==> src/psm_pkg.sv <==
// Function
// - segment address pins switch to address output automatically after reset.
// - segment line count is strapped from low data port on the first clock after reset release, readable.
// - selection 01 none, 11 gives A16-A17, 00 gives A16-A19.
// - selection 10 drives A16-A23 on lines 0-7; two-wire wins lines 4, 7.
// - selection 10 gives no port line to either CAN controller.
// - two-wire enabled makes lines 4 and 7 clock and data only.
// - selection 10 with two-wire keeps A21, A22 on lines 5 and 6.
// - selection 10 masks second CAN on lines 4 and 7.
// - two-wire lines 4 and 7 are open-drain, both input and output.
// - selection 10 masks first CAN on lines 5 and 6.
// - parallel mode moves second CAN to lines 5, 6 only if first enabled.
// - CAN takes 2 or 4 lines that segment lines leave free; two-wire takes 2, reducing segment lines.
// - lines without segment address, CAN or two-wire stay general purpose I/O.
// - analog port is 16-bit input only, reads return pin states.
// - writes to analog port data register are discarded.
// - all 16 analog port lines feed converter channels 0-15 unconditionally.
// - analog port lines 10-15 feed timer direction and count inputs.
// - with two-wire on, port registers for lines 4 and 7 have no effect.
package psm_pkg;

  // ----------------------------------------------------------------
  // register map
  // ----------------------------------------------------------------
  localparam logic [15:0] ANALOG_PORT_ADDR = 16'hffa2;
  localparam logic [15:0] MUX_CONTROL_ADDR = 16'hff10;
  localparam logic [15:0] RESET_CONFIG_ADDR = 16'hff12;
  localparam logic [4:0] MUX_CONTROL_RESET = 5'h00;

  // ----------------------------------------------------------------
  // segment line selection
  // ----------------------------------------------------------------
  localparam int SEL_STRAP_LSB = 9;
  localparam logic [1:0] SEL_NONE = 2'h1;
  localparam logic [1:0] SEL_TWO = 2'h3;
  localparam logic [1:0] SEL_FOUR = 2'h0;
  localparam logic [1:0] SEL_EIGHT = 2'h2;
  localparam logic [1:0] SEL_RESET = 2'h1;
  localparam logic [7:0] SEG_MASK_NONE = 8'h00;
  localparam logic [7:0] SEG_MASK_TWO = 8'h03;
  localparam logic [7:0] SEG_MASK_FOUR = 8'h0f;
  localparam logic [7:0] SEG_MASK_EIGHT = 8'hff;

  // ----------------------------------------------------------------
  // line positions on the 8-bit port
  // ----------------------------------------------------------------
  localparam int LINE_SCL = 4;
  localparam int LINE_CAN1_RX = 5;
  localparam int LINE_CAN1_TX = 6;
  localparam int LINE_SDA = 7;

  // ----------------------------------------------------------------
  // timer input lines on the analog port
  // ----------------------------------------------------------------
  localparam int LINE_T6_DIR = 10;
  localparam int LINE_T5_DIR = 11;
  localparam int LINE_T6_CNT = 12;
  localparam int LINE_T5_CNT = 13;
  localparam int LINE_T4_DIR = 14;
  localparam int LINE_T2_DIR = 15;

  // mux control register, bit 4 downward
  typedef struct packed {
    logic can_parallel;
    logic second_can_enable;
    logic first_can_enable;
    logic two_wire_enable;
    logic peripheral_bus_enable;
  } psm_ctrl_t;

  typedef struct packed {
    logic timer2_direction_input;
    logic timer4_direction_input;
    logic timer5_count_input;
    logic timer6_count_input;
    logic timer5_direction_input;
    logic timer6_direction_input;
  } psm_timer_in_t;

  typedef struct packed {
    logic [7:0] data;
    logic [7:0] dir;
    logic [7:0] open_drain;
  } psm_gpio_cfg_t;

endpackage

==> src/psm_pin_mux.sv <==
// Decided for this implementation: the plain strobed port.
`timescale 1ns/1ps
module psm_pin_mux
  import psm_pkg::*;
#(
  parameter int ANALOG_WIDTH = 16
)
(
  input wire logic i_clk_sys,
  input wire logic i_reset_n,
  input wire logic [15:0] i_addr,
  input wire logic [15:0] i_wdata,
  input wire logic i_wr,
  input wire logic i_rd,
  output logic [15:0] o_rdata,
  input wire logic [15:0] i_low_data_port,
  input wire psm_gpio_cfg_t i_gpio_cfg,
  input wire logic [7:0] i_seg_addr,
  input wire logic i_first_can_transmit,
  input wire logic i_second_can_transmit,
  input wire logic i_scl_drive,
  input wire logic i_sda_drive,
  input wire logic [7:0] i_port4_pin_in,
  output logic [7:0] o_port4_pin_out,
  output logic [7:0] o_port4_pin_oe_n,
  output logic [7:0] o_port4_levels,
  output logic o_first_can_receive,
  output logic o_second_can_receive,
  output logic o_scl_in,
  output logic o_sda_in,
  input wire logic [ANALOG_WIDTH-1:0] i_analog_pins,
  output logic [ANALOG_WIDTH-1:0] o_analog_channel_inputs,
  output psm_timer_in_t o_timer_inputs
);

  // ----------------------------------------------------------------
  // reset release
  // ----------------------------------------------------------------
  logic rst_meta_n;
  logic rst_n;

  always_ff @(posedge i_clk_sys or negedge i_reset_n)
  begin
    if (!i_reset_n)
    begin
      rst_meta_n <= 1'b0;
      rst_n <= 1'b0;
    end
    else
    begin
      rst_meta_n <= 1'b1;
      rst_n <= rst_meta_n;
    end
  end

  function automatic logic [7:0] seg_mask(input logic [1:0] sel);
    logic [7:0] m;
    m = SEG_MASK_NONE;
    unique case (sel)
      SEL_NONE: m = SEG_MASK_NONE;
      SEL_TWO: m = SEG_MASK_TWO;
      SEL_FOUR: m = SEG_MASK_FOUR;
      SEL_EIGHT: m = SEG_MASK_EIGHT;
    endcase
    return m;
  endfunction

  // ----------------------------------------------------------------
  // strap capture
  // ----------------------------------------------------------------
  // the strap is taken on the first clock after release, never under reset
  logic [1:0] segment_line_select;
  logic strap_taken;

  always_ff @(posedge i_clk_sys or negedge rst_n)
  begin
    if (!rst_n)
    begin
      segment_line_select <= SEL_RESET;
      strap_taken <= 1'b0;
    end
    else if (!strap_taken)
    begin
      segment_line_select <= i_low_data_port[SEL_STRAP_LSB +: 2];
      strap_taken <= 1'b1;
    end
  end

  // ----------------------------------------------------------------
  // registers
  // ----------------------------------------------------------------
  psm_ctrl_t mux_control;
  logic [ANALOG_WIDTH-1:0] analog_port_pin_levels;

  always_ff @(posedge i_clk_sys or negedge rst_n)
  begin
    if (!rst_n)
      mux_control <= MUX_CONTROL_RESET;
    else if (i_wr && i_addr == MUX_CONTROL_ADDR)
      mux_control <= i_wdata[4:0];
  end

  // the analog port has no latch: writes to its address fall through
  always_ff @(posedge i_clk_sys or negedge rst_n)
  begin
    if (!rst_n)
      analog_port_pin_levels <= '0;
    else
      analog_port_pin_levels <= i_analog_pins;
  end

  logic [15:0] next_rdata;

  always_comb
  begin
    next_rdata = 16'h0000;
    if (i_rd)
    begin
      unique case (i_addr)
        ANALOG_PORT_ADDR: next_rdata = 16'(analog_port_pin_levels);
        MUX_CONTROL_ADDR: next_rdata = {11'h000, mux_control};
        RESET_CONFIG_ADDR: next_rdata = {14'h0000, segment_line_select};
        default: next_rdata = 16'h0000;
      endcase
    end
  end

  always_ff @(posedge i_clk_sys or negedge rst_n)
  begin
    if (!rst_n)
      o_rdata <= 16'h0000;
    else
      o_rdata <= next_rdata;
  end

  // ----------------------------------------------------------------
  // 8-bit port arbitration
  // ----------------------------------------------------------------
  logic two_wire_on;
  logic [7:0] seg_lines;
  logic can_allowed;
  logic can1_on;
  logic can2_on;
  logic can2_remap;

  assign two_wire_on = mux_control.peripheral_bus_enable & mux_control.two_wire_enable;
  assign seg_lines = seg_mask(segment_line_select);
  // external memory outranks both controllers
  assign can_allowed = (segment_line_select != SEL_EIGHT);
  assign can1_on = mux_control.first_can_enable & can_allowed;
  assign can2_on = mux_control.second_can_enable & can_allowed;
  assign can2_remap = mux_control.can_parallel & can1_on;

  logic [7:0] next_pin_out;
  logic [7:0] next_pin_oe_n;

  always_comb
  begin
    next_pin_out = 8'hff;
    next_pin_oe_n = 8'hff;
    for (int l = 0; l < 8; l++)
    begin
      if (two_wire_on && (l == LINE_SCL || l == LINE_SDA))
      begin
        // open-drain: only a low is driven, port registers are bypassed
        next_pin_out[l] = 1'b0;
        next_pin_oe_n[l] = (l == LINE_SCL) ? i_scl_drive : i_sda_drive;
      end
      else if (seg_lines[l])
      begin
        next_pin_out[l] = i_seg_addr[l];
        next_pin_oe_n[l] = 1'b0;
      end
      else if (l == LINE_CAN1_TX && can1_on)
      begin
        // in parallel mode both transmitters share the bus, dominant low wins
        next_pin_out[l] = i_first_can_transmit & (~(can2_remap & can2_on)
                          | i_second_can_transmit);
        next_pin_oe_n[l] = 1'b0;
      end
      else if (l == LINE_SDA && can2_on && !can2_remap)
      begin
        next_pin_out[l] = i_second_can_transmit;
        next_pin_oe_n[l] = 1'b0;
      end
      else if ((l == LINE_CAN1_RX && can1_on) ||
               (l == LINE_SCL && can2_on && !can2_remap))
      begin
        next_pin_out[l] = 1'b1;
        next_pin_oe_n[l] = 1'b1;
      end
      else if (i_gpio_cfg.dir[l])
      begin
        next_pin_out[l] = i_gpio_cfg.data[l];
        next_pin_oe_n[l] = i_gpio_cfg.open_drain[l] & i_gpio_cfg.data[l];
      end
    end
  end

  always_ff @(posedge i_clk_sys or negedge rst_n)
  begin
    if (!rst_n)
    begin
      o_port4_pin_out <= 8'hff;
      o_port4_pin_oe_n <= 8'hff;
    end
    else
    begin
      o_port4_pin_out <= next_pin_out;
      o_port4_pin_oe_n <= next_pin_oe_n;
    end
  end

  // ----------------------------------------------------------------
  // receive paths
  // ----------------------------------------------------------------
  // an unowned receiver sees recessive high so it never reads a stray bit
  logic next_can1_rx;
  logic next_can2_rx;

  always_comb
  begin
    next_can1_rx = can1_on ? i_port4_pin_in[LINE_CAN1_RX] : 1'b1;
    next_can2_rx = 1'b1;
    if (can2_on && can2_remap)
      next_can2_rx = i_port4_pin_in[LINE_CAN1_RX];
    else if (can2_on && !two_wire_on)
      next_can2_rx = i_port4_pin_in[LINE_SCL];
  end

  always_ff @(posedge i_clk_sys or negedge rst_n)
  begin
    if (!rst_n)
    begin
      o_first_can_receive <= 1'b1;
      o_second_can_receive <= 1'b1;
      o_scl_in <= 1'b1;
      o_sda_in <= 1'b1;
      o_port4_levels <= 8'h00;
    end
    else
    begin
      o_first_can_receive <= next_can1_rx;
      o_second_can_receive <= next_can2_rx;
      o_scl_in <= two_wire_on ? i_port4_pin_in[LINE_SCL] : 1'b1;
      o_sda_in <= two_wire_on ? i_port4_pin_in[LINE_SDA] : 1'b1;
      o_port4_levels <= i_port4_pin_in;
    end
  end

  // ----------------------------------------------------------------
  // analog port fan-out
  // ----------------------------------------------------------------
  // the converter sees a digital copy here; the analog path is at the pads
  always_ff @(posedge i_clk_sys or negedge rst_n)
  begin
    if (!rst_n)
    begin
      o_analog_channel_inputs <= '0;
      o_timer_inputs <= '0;
    end
    else
    begin
      o_analog_channel_inputs <= analog_port_pin_levels;
      o_timer_inputs.timer6_direction_input <= analog_port_pin_levels[LINE_T6_DIR];
      o_timer_inputs.timer5_direction_input <= analog_port_pin_levels[LINE_T5_DIR];
      o_timer_inputs.timer6_count_input <= analog_port_pin_levels[LINE_T6_CNT];
      o_timer_inputs.timer5_count_input <= analog_port_pin_levels[LINE_T5_CNT];
      o_timer_inputs.timer4_direction_input <= analog_port_pin_levels[LINE_T4_DIR];
      o_timer_inputs.timer2_direction_input <= analog_port_pin_levels[LINE_T2_DIR];
    end
  end
endmodule

==> config.mk <==
export PLATFORM = sky130hd
export DESIGN_NAME = psm_pin_mux
export DESIGN_NICKNAME = d
export VERILOG_FILES = /design/src/psm_pkg.sv /design/src/psm_pin_mux.sv
export SDC_FILE = /design/constraint.sdc
export NUM_CORES = 1
export LEC_CHECK = 0
export ABC_AREA = 1
export BUFFER_PORTS_ARGS = -buffer_cell sky130_fd_sc_hd__buf_2
export CORE_ASPECT_RATIO = 1.75
export CORE_MARGIN = 2
export CORE_UTILIZATION = 35
export DETAILED_ROUTE_END_ITERATION = 10
export PLACE_DENSITY = 0.66
export RECOVER_POWER = 25
export SLEW_MARGIN = 15
export SYNTH_ARGS = -nofsm -noshare
export SYNTH_HDL_FRONTEND = slang
export SYNTH_SLANG_ARGS = --single-unit
==> constraint.sdc <==
create_clock -name i_clk_sys -period 3.6 [get_ports i_clk_sys]
set_clock_uncertainty 0.2 [all_clocks]
set_input_delay 0.36 -clock i_clk_sys [delete_from_list [all_inputs] [get_ports i_clk_sys]]
set_output_delay 0.36 -clock i_clk_sys [all_outputs]
set_load 0.05 [all_outputs]
==> flow_summary.ini, run 1 <==
[clock_tree]
cts_tree = built
htreeDepth = 3
clockRootBuffer = clkbuf_16
cts_setup_buffers = 0
clock_latency_ps = 330
clock_path_buffers = 2
numCtsBuffers = 9
clock_sinks = 86
cts.clk_slew.worst_paths_ps = 60

[pwr]
p_clk_share_pct = 37.4
p_seq_share_pct = 49.1
p_int_mw = 1.58
vdd.ir_drop.worst_mv = 0.243
power_density_nw_per_um2 = 481
p_leak_nw = 2.39
switching_share_pct = 26.7
comb_power_share_pct = 13.5
p_switching_uw = 575

[logic_synthesis]
synth_area_per_cell_um2 = 11.1
synth_top_cell_by_area = dfrtp_1
synth_top_cells_by_area = dfrtp_1 51%, dfstp_2 17%, nand2_1 4.6%
synth_flop_cell = dfrtp_1
yosysSeqAreaShare_pct = 68.8
synth_cell_types = 27
ys_async_sr_fraction_pct = 100
netlist.area_leader.share_pct = 51.4
yosysMostFrequentCell = dfrtp_1
synth_common_cells = 65 x dfrtp_1, 39 x nand2_1, 39 x nor2_1
synthCells = 284
synth_edf_count = 0
yosysWarnings = 0
syn_area_um2 = 3170
ys_ff_latch = 86

[placement]
io_buffers = 152
place_hpwl_mm = 5.33
place_area_um2 = 4010
place.gp.congestion = 0.833
place_ws_ps = 1660

[critical_path]
r2r_slack_ps = 1620
crit_buf_inv = 2
endpoint_kind = flip-flop
crit_chain = buf_2 -> nand2_1 -> inv_2 -> nand2_2 -> nor2_1 -> nand3_2 -> o21ai_0
cp_top_family = simple AND/OR/NAND/NOR gates
max_stage_delay_ps = 670
rr_worst_depth = 0
crit_fanout = 13
r2r_end = analog_port_pin_levels[4]$_DFF_PN0_
criticalPathCategory = input pin to flip-flop
cp_slowest_cell = nor2_1
worstSetupStartpointType = input pin
r2r_start = rst_n$_DFF_PN0_
cp.arrival_ps = 2080
worst_ep_required_time_ps = 3630

[die]
die_w_um = 75.9
rows = 45
die_h_um = 130
core_area_um2 = 8730
die_area_um2 = 9850
start_util_pct = 36.3
ioPinCount = 178

[route]
routed_wl_mm = 7.06
vias_per_cell = 4.21
drt_iter0_drc = 117
post_drt_wl_per_cell_um = 12.0
ant_nets = 0
vias = 2471
drc_errors = 0
firstDrtPassIters = 4

[timing]
setup_viol = 0
timing.fmax_ghz = 0.488
fin_tns_setup_ps = 0
worstMarginPinSlew_ps = 1720
finalMaxSlewViolations = 85
setup_slack_ps = 1550
hold_slack_ps = 25.7
relSlewSlack_pct = -14.7
post-route-period-util_pct = 56.9
rsz0062_at_grt = false
min_period_ps = 2050
finalHoldViolations = 0

[run_status]
status = complete, but fails checks
violations = capacitance limit, slew limit

[min_path]
min_from = i_seg_addr[3]
min_to = o_port4_pin_out[3]$_DFF_PN1_
whs_path_depth = 3
min_path_type = input pin to flip-flop

[layout]
fin_area_um2 = 4470
num-nets-final = 577
drive_gt1_share_pct = 44.7
area.growth.synth_to_final_pct = 41.3
antenna_cells = 0

[grt]
grt_max_degree = 85
overflow = 0
grt_pass1_vias = 2429
grt_pass1_wl_mm = 11.1
antenna_found_initial = 0
grt_usage_pct = 15.5

[flow_run]
cap_violations = 1
==> final cells by class <==
type	count	area, um^2
inverter	42	158
sequential	86	2180
clock inverter	5	26.3
clock buffer	11	233
multi-input combinational	149	726
tap	117	146
fill	829	4250
timing repair buffer	177	1000
==> cell usage in the layout (no fill, tap or decap), types with 4 or more instances in the layout <==
master / instances
clkbuf_16: 9
o21ai_0: 10
nor2_2: 13
dlygate4sd3_1: 25
nand2_2: 4
nand2_1: 39
inv_1: 38
buf_2: 147
dfstp_2: 20
a21oi_1: 4
inv_2: 4
dfrtp_1: 64
nor2_1: 41
o21ai_1: 4
clkbuf_1: 7
nand3_1: 17
==> timing repair <==
action / CTS / global route
hold buffers: 25 / 0
gates resized for setup: 0 / 0
hold endpoints to repair: 26 / 0
==> flip-flops by register name, indices dropped and copies added (netlist names), 2 cells and up <==
signal                   cells
o_port4_levels               8
segment_line_select          2
o_analog_channel_inputs     16
mux_control                  5
analog_port_pin_levels      16
o_port4_pin_out              8
o_rdata                     16
o_port4_pin_oe_n             8
==> power by group through the flow <==
stage | registers, mW | clock network [mW] | logic, mW
floorplan | 1.19 | 0 | 0.0648
global placement | 1.08 | 0 | 0.270
detailed placement | 1.08 | 0 | 0.274
CTS | 1.06 | 0.830 | 0.296
global route | 1.07 | 0.872 | 0.311
finish | 1.06 | 0.804 | 0.291
==> worst max-delay path by stage <==
stage                                          end                from  slack [ps]  depth (start not counted)
3_3_place_gp                  o_rdata[4]$_DFF_PN0_          i_addr[15]        1690                          7
3_5_place_dp                  o_rdata[4]$_DFF_PN0_          i_addr[13]        1660                          7
5_1_grt                       o_rdata[4]$_DFF_PN0_     rst_n$_DFF_PN0_        1260                          0
4_1_cts                                   o_scl_in  o_scl_in$_DFF_PN1_        1910                          1
2_1_floorplan  analog_port_pin_levels[0]$_DFF_PN0_     rst_n$_DFF_PN0_         860                          0
6_report                      o_rdata[4]$_DFF_PN0_          i_addr[15]        1550                          7
==> metrics by stage <==
stage | power, mW | instances | utilization, %
2_1_floorplan | 1.26 | 285 | -
3_3_place_gp | 1.35 | 546 | 45.9
3_5_place_dp | 1.35 | 546 | 45.9
4_1_cts | 2.19 | 587 | 51.8
5_1_grt | 2.25 | 587 | 51.3
6_report | 2.15 | 587 | 51.3
==> cell families after synthesis <==
| logic type | share of synthesized area, % |
|---|---|
| AO/OA/AOI/OAI | 3.83 |
| buffers and inverters | 7.23 |
| flip-flops | 68.8 |
| other | 0.118 |
| AND/OR/NAND/NOR | 20.0 |
==> layer usage <==
metal | GRT usage (%) | part of all wire (%) | up-vias | wire (um)
met5 | 0 | 0 | - | 0
met4 | 8.36 | 3.6 | 0 | 257
met3 | 4.79 | 4.8 | 19 | 342
met2 | 27.3 | 58 | 83 | 4070
met1 | 15.6 | 34 | 1150 | 2380
li1 | - | - | 1219 | -
(Power assumes the default switching activity.)
==> run 2: changes to the inputs <==
--- a/config.mk
+++ b/config.mk
@@ -5,13 +5,13 @@
 export SDC_FILE = /design/constraint.sdc
 export NUM_CORES = 1
 export LEC_CHECK = 0
-export ABC_AREA = 1
+export ABC_AREA = 0
 export BUFFER_PORTS_ARGS = -buffer_cell sky130_fd_sc_hd__buf_2
 export CORE_ASPECT_RATIO = 1.75
 export CORE_MARGIN = 2
 export CORE_UTILIZATION = 35
 export DETAILED_ROUTE_END_ITERATION = 10
-export PLACE_DENSITY = 0.66
+export PLACE_DENSITY = 0.7
 export RECOVER_POWER = 25
 export SLEW_MARGIN = 15
 export SYNTH_ARGS = -nofsm -noshare
==> constraint.sdc (replaced) <==
create_clock -name i_clk_sys -period 1.8 [get_ports i_clk_sys]
set_clock_uncertainty 0.2 [all_clocks]
set_input_delay 0.18 -clock i_clk_sys [delete_from_list [all_inputs] [get_ports i_clk_sys]]
set_output_delay 0.18 -clock i_clk_sys [all_outputs]
set_load 0.05 [all_outputs]
==> flow_summary.ini, run 2 <==
[run_status]
status = completed

[layout]
instances_no_fill = 535
antenna_cells = 0
final_cell_mix = 148 x buf_2, 72 x dlygate4sd3_1, 64 x dfrtp_1, 21 x dfstp_2, 19 x nand2_1
final_common_cell = buf_2
num-nets-final = 550
area.growth.synth_to_final_pct = 64.1
drive_gt1_share_pct = 47.9
top_regs = analog_port_pin_levels x16, o_analog_channel_inputs x16, o_rdata x16

[grt]
grt_pass1_wl_mm = 12.0
antenna_found_initial = 0
grt_max_degree = 85
grt_pass1_vias = 2750
grt_usage_pct = 17.4
overflow = 0

[min_path]
min_path_type = input pin to flip-flop

[logic_synthesis]
synth_top_cell_by_area = dfrtp_1
synth_cell_types = 38
ys_async_sr_fraction_pct = 100
synthCells = 205
synth_top_cells_by_area = dfrtp_1 55%, dfstp_2 19%, mux2_2 2.7%
ys_ff_latch = 86
yosysWarnings = 0
synth_edf_count = 0
syn_area_um2 = 2940
synth_area_per_cell_um2 = 14.3
synth_flop_cell = dfrtp_1
netlist.area_leader.share_pct = 55.3
yosysSeqAreaShare_pct = 74.1
synth_common_cells = 65 x dfrtp_1, 21 x dfstp_2, 19 x nand2_1
yosysMostFrequentCell = dfrtp_1

[pwr]
power_density_nw_per_um2 = 923
p_leak_nw = 2.36
vdd.ir_drop.worst_mv = 0.484

[clock_tree]
clockRootBuffer = clkbuf_16
cts_setup_buffers = 0
cts.clk_slew.worst_paths_ps = 60
numCtsBuffers = 9
htreeDepth = 3
clock_path_buffers = 2
clock_latency_ps = 320
clock_sinks = 86
cts_tree = built

[placement]
io_buffers = 152
dp.cells = 447
place_hpwl_mm = 4.82
place.gp.congestion = 0.747
place_ws_ps = 6.76

[route]
drc_errors = 0
ant_nets = 0
post_drt_wl_per_cell_um = 14.1
firstDrtPassIters = 4
drt_iter0_drc = 73
vias_per_cell = 4.61
routed_wl_mm = 7.55
vias = 2465

[critical_path]
endpoint_kind = flip-flop
crit_fanout = 9
worst_ep_required_time_ps = 1860
worstSetupStartpointType = flip-flop
cp.arrival_ps = 1800
criticalPathCategory = flip-flop to flip-flop

[die]
ioPinCount = 178
die_area_um2 = 9180
start_util_pct = 35.8
die_w_um = 73.3
rows = 44
core_area_um2 = 8200
die_h_um = 125

[timing]
finalMaxSlewViolations = 0
min_period_ps = 1740
finalHoldViolations = 0
timing.fmax_ghz = 0.574
relSlewSlack_pct = 33.4
setup_viol = 0
setup_slack_ps = 57.7
worstMarginPinSlew_ps = 999
hold_slack_ps = 25.1
post-route-period-util_pct = 96.8

[flow_run]
cap_violations = 0
[run 2: worst max-delay path, cell delays in order (launching register included)]
cell and delay, ps:
dfstp_2 530, buf_4 160, a21boi_1 190, dlygate4sd3_1 590
[run 2: what timing repair did]
item,in CTS,in global routing
resized for setup,0,2
endpoints found under the setup margin,0,2
endpoints found under the hold margin,58,0
hold buffers,72,0
[run 2: final timing paths]
kind                                                               to  slack (ps)  cells past startpoint                                 start
worst max-delay path                    o_port4_pin_oe_n[2]$_DFF_PN1_          60                      3    segment_line_select[0]$_DFFE_PN1N_
worst min-delay path                     o_port4_pin_out[7]$_DFF_PN1_          30                      3                 i_second_can_transmit
worst max register to register          o_port4_pin_oe_n[2]$_DFF_PN1_          60                      3    segment_line_select[0]$_DFFE_PN1N_
worst min register to register  o_analog_channel_inputs[13]$_DFF_PN0_         160                      0  analog_port_pin_levels[13]$_DFF_PN0_
max in group asynchronous                       strap_taken$_DFF_PN0_         390                      1                       rst_n$_DFF_PN0_
min in group asynchronous        o_analog_channel_inputs[0]$_DFF_PN0_         360                      1                       rst_n$_DFF_PN0_
[run 2: logic make-up (layout without fill, tap and decap cells)]
logic type             after synthesis  count (layout)  synth area share (%)
flip-flops                          86              86                  74.1
AND/OR/NAND/NOR                     67              67                  13.4
AO/OA/AOI/OAI                       29              29                  6.73
buffers and inverters               15             252                  2.94
multiplexers                         7               7                  2.68
other                                1               2                 0.128
[run 2: metrics by stage]
step                TNS (ps)  utilization, %  power [mW]  cell area, um^2
finish                     0            58.8        4.45             4820
global route           -4.52            58.8        4.65             4820
CTS                        0            58.9        4.52             4830
detailed placement         0            46.9        2.71             3840
global placement           0            46.9        2.70             3840
floorplan                  0               -        2.50             2940
[run 2: routing by layer]
| metal | global-route usage, % | up-vias | share of wire [%] |
|---|---|---|---|
| met4 | 13.2 | 0 | 5.6 |
| li1 | - | 1152 | - |
| met1 | 16.7 | 1146 | 34 |
| met3 | 3.95 | 37 | 5.7 |
| met5 | 0 | - | 0 |
| met2 | 30.7 | 130 | 55 |
[run 2: layout make-up]
cell class                      count  area [um^2]
Clock buffer                       13          250
Clock inverter                      3         20.0
Fill cell                         652         3380
Inverter                            2         7.51
Multi-Input combinational cell    105          683
Sequential cell                    86         2180
Tap cell                           92          115
Timing Repair Buffer              234         1560
[run 2: power by group]
| part | total [mW] | internal, mW | switching (mW) | leakage [nW] |
|---|---|---|---|---|
| logic | 0.721 | 0.274 | 0.447 | 1.21 |
| registers | 2.09 | 2.06 | 0.0311 | 1.03 |
| clock network | 1.64 | 0.970 | 0.671 | 0.126 |
| total | 4.45 | 3.30 | 1.15 | 2.36 |
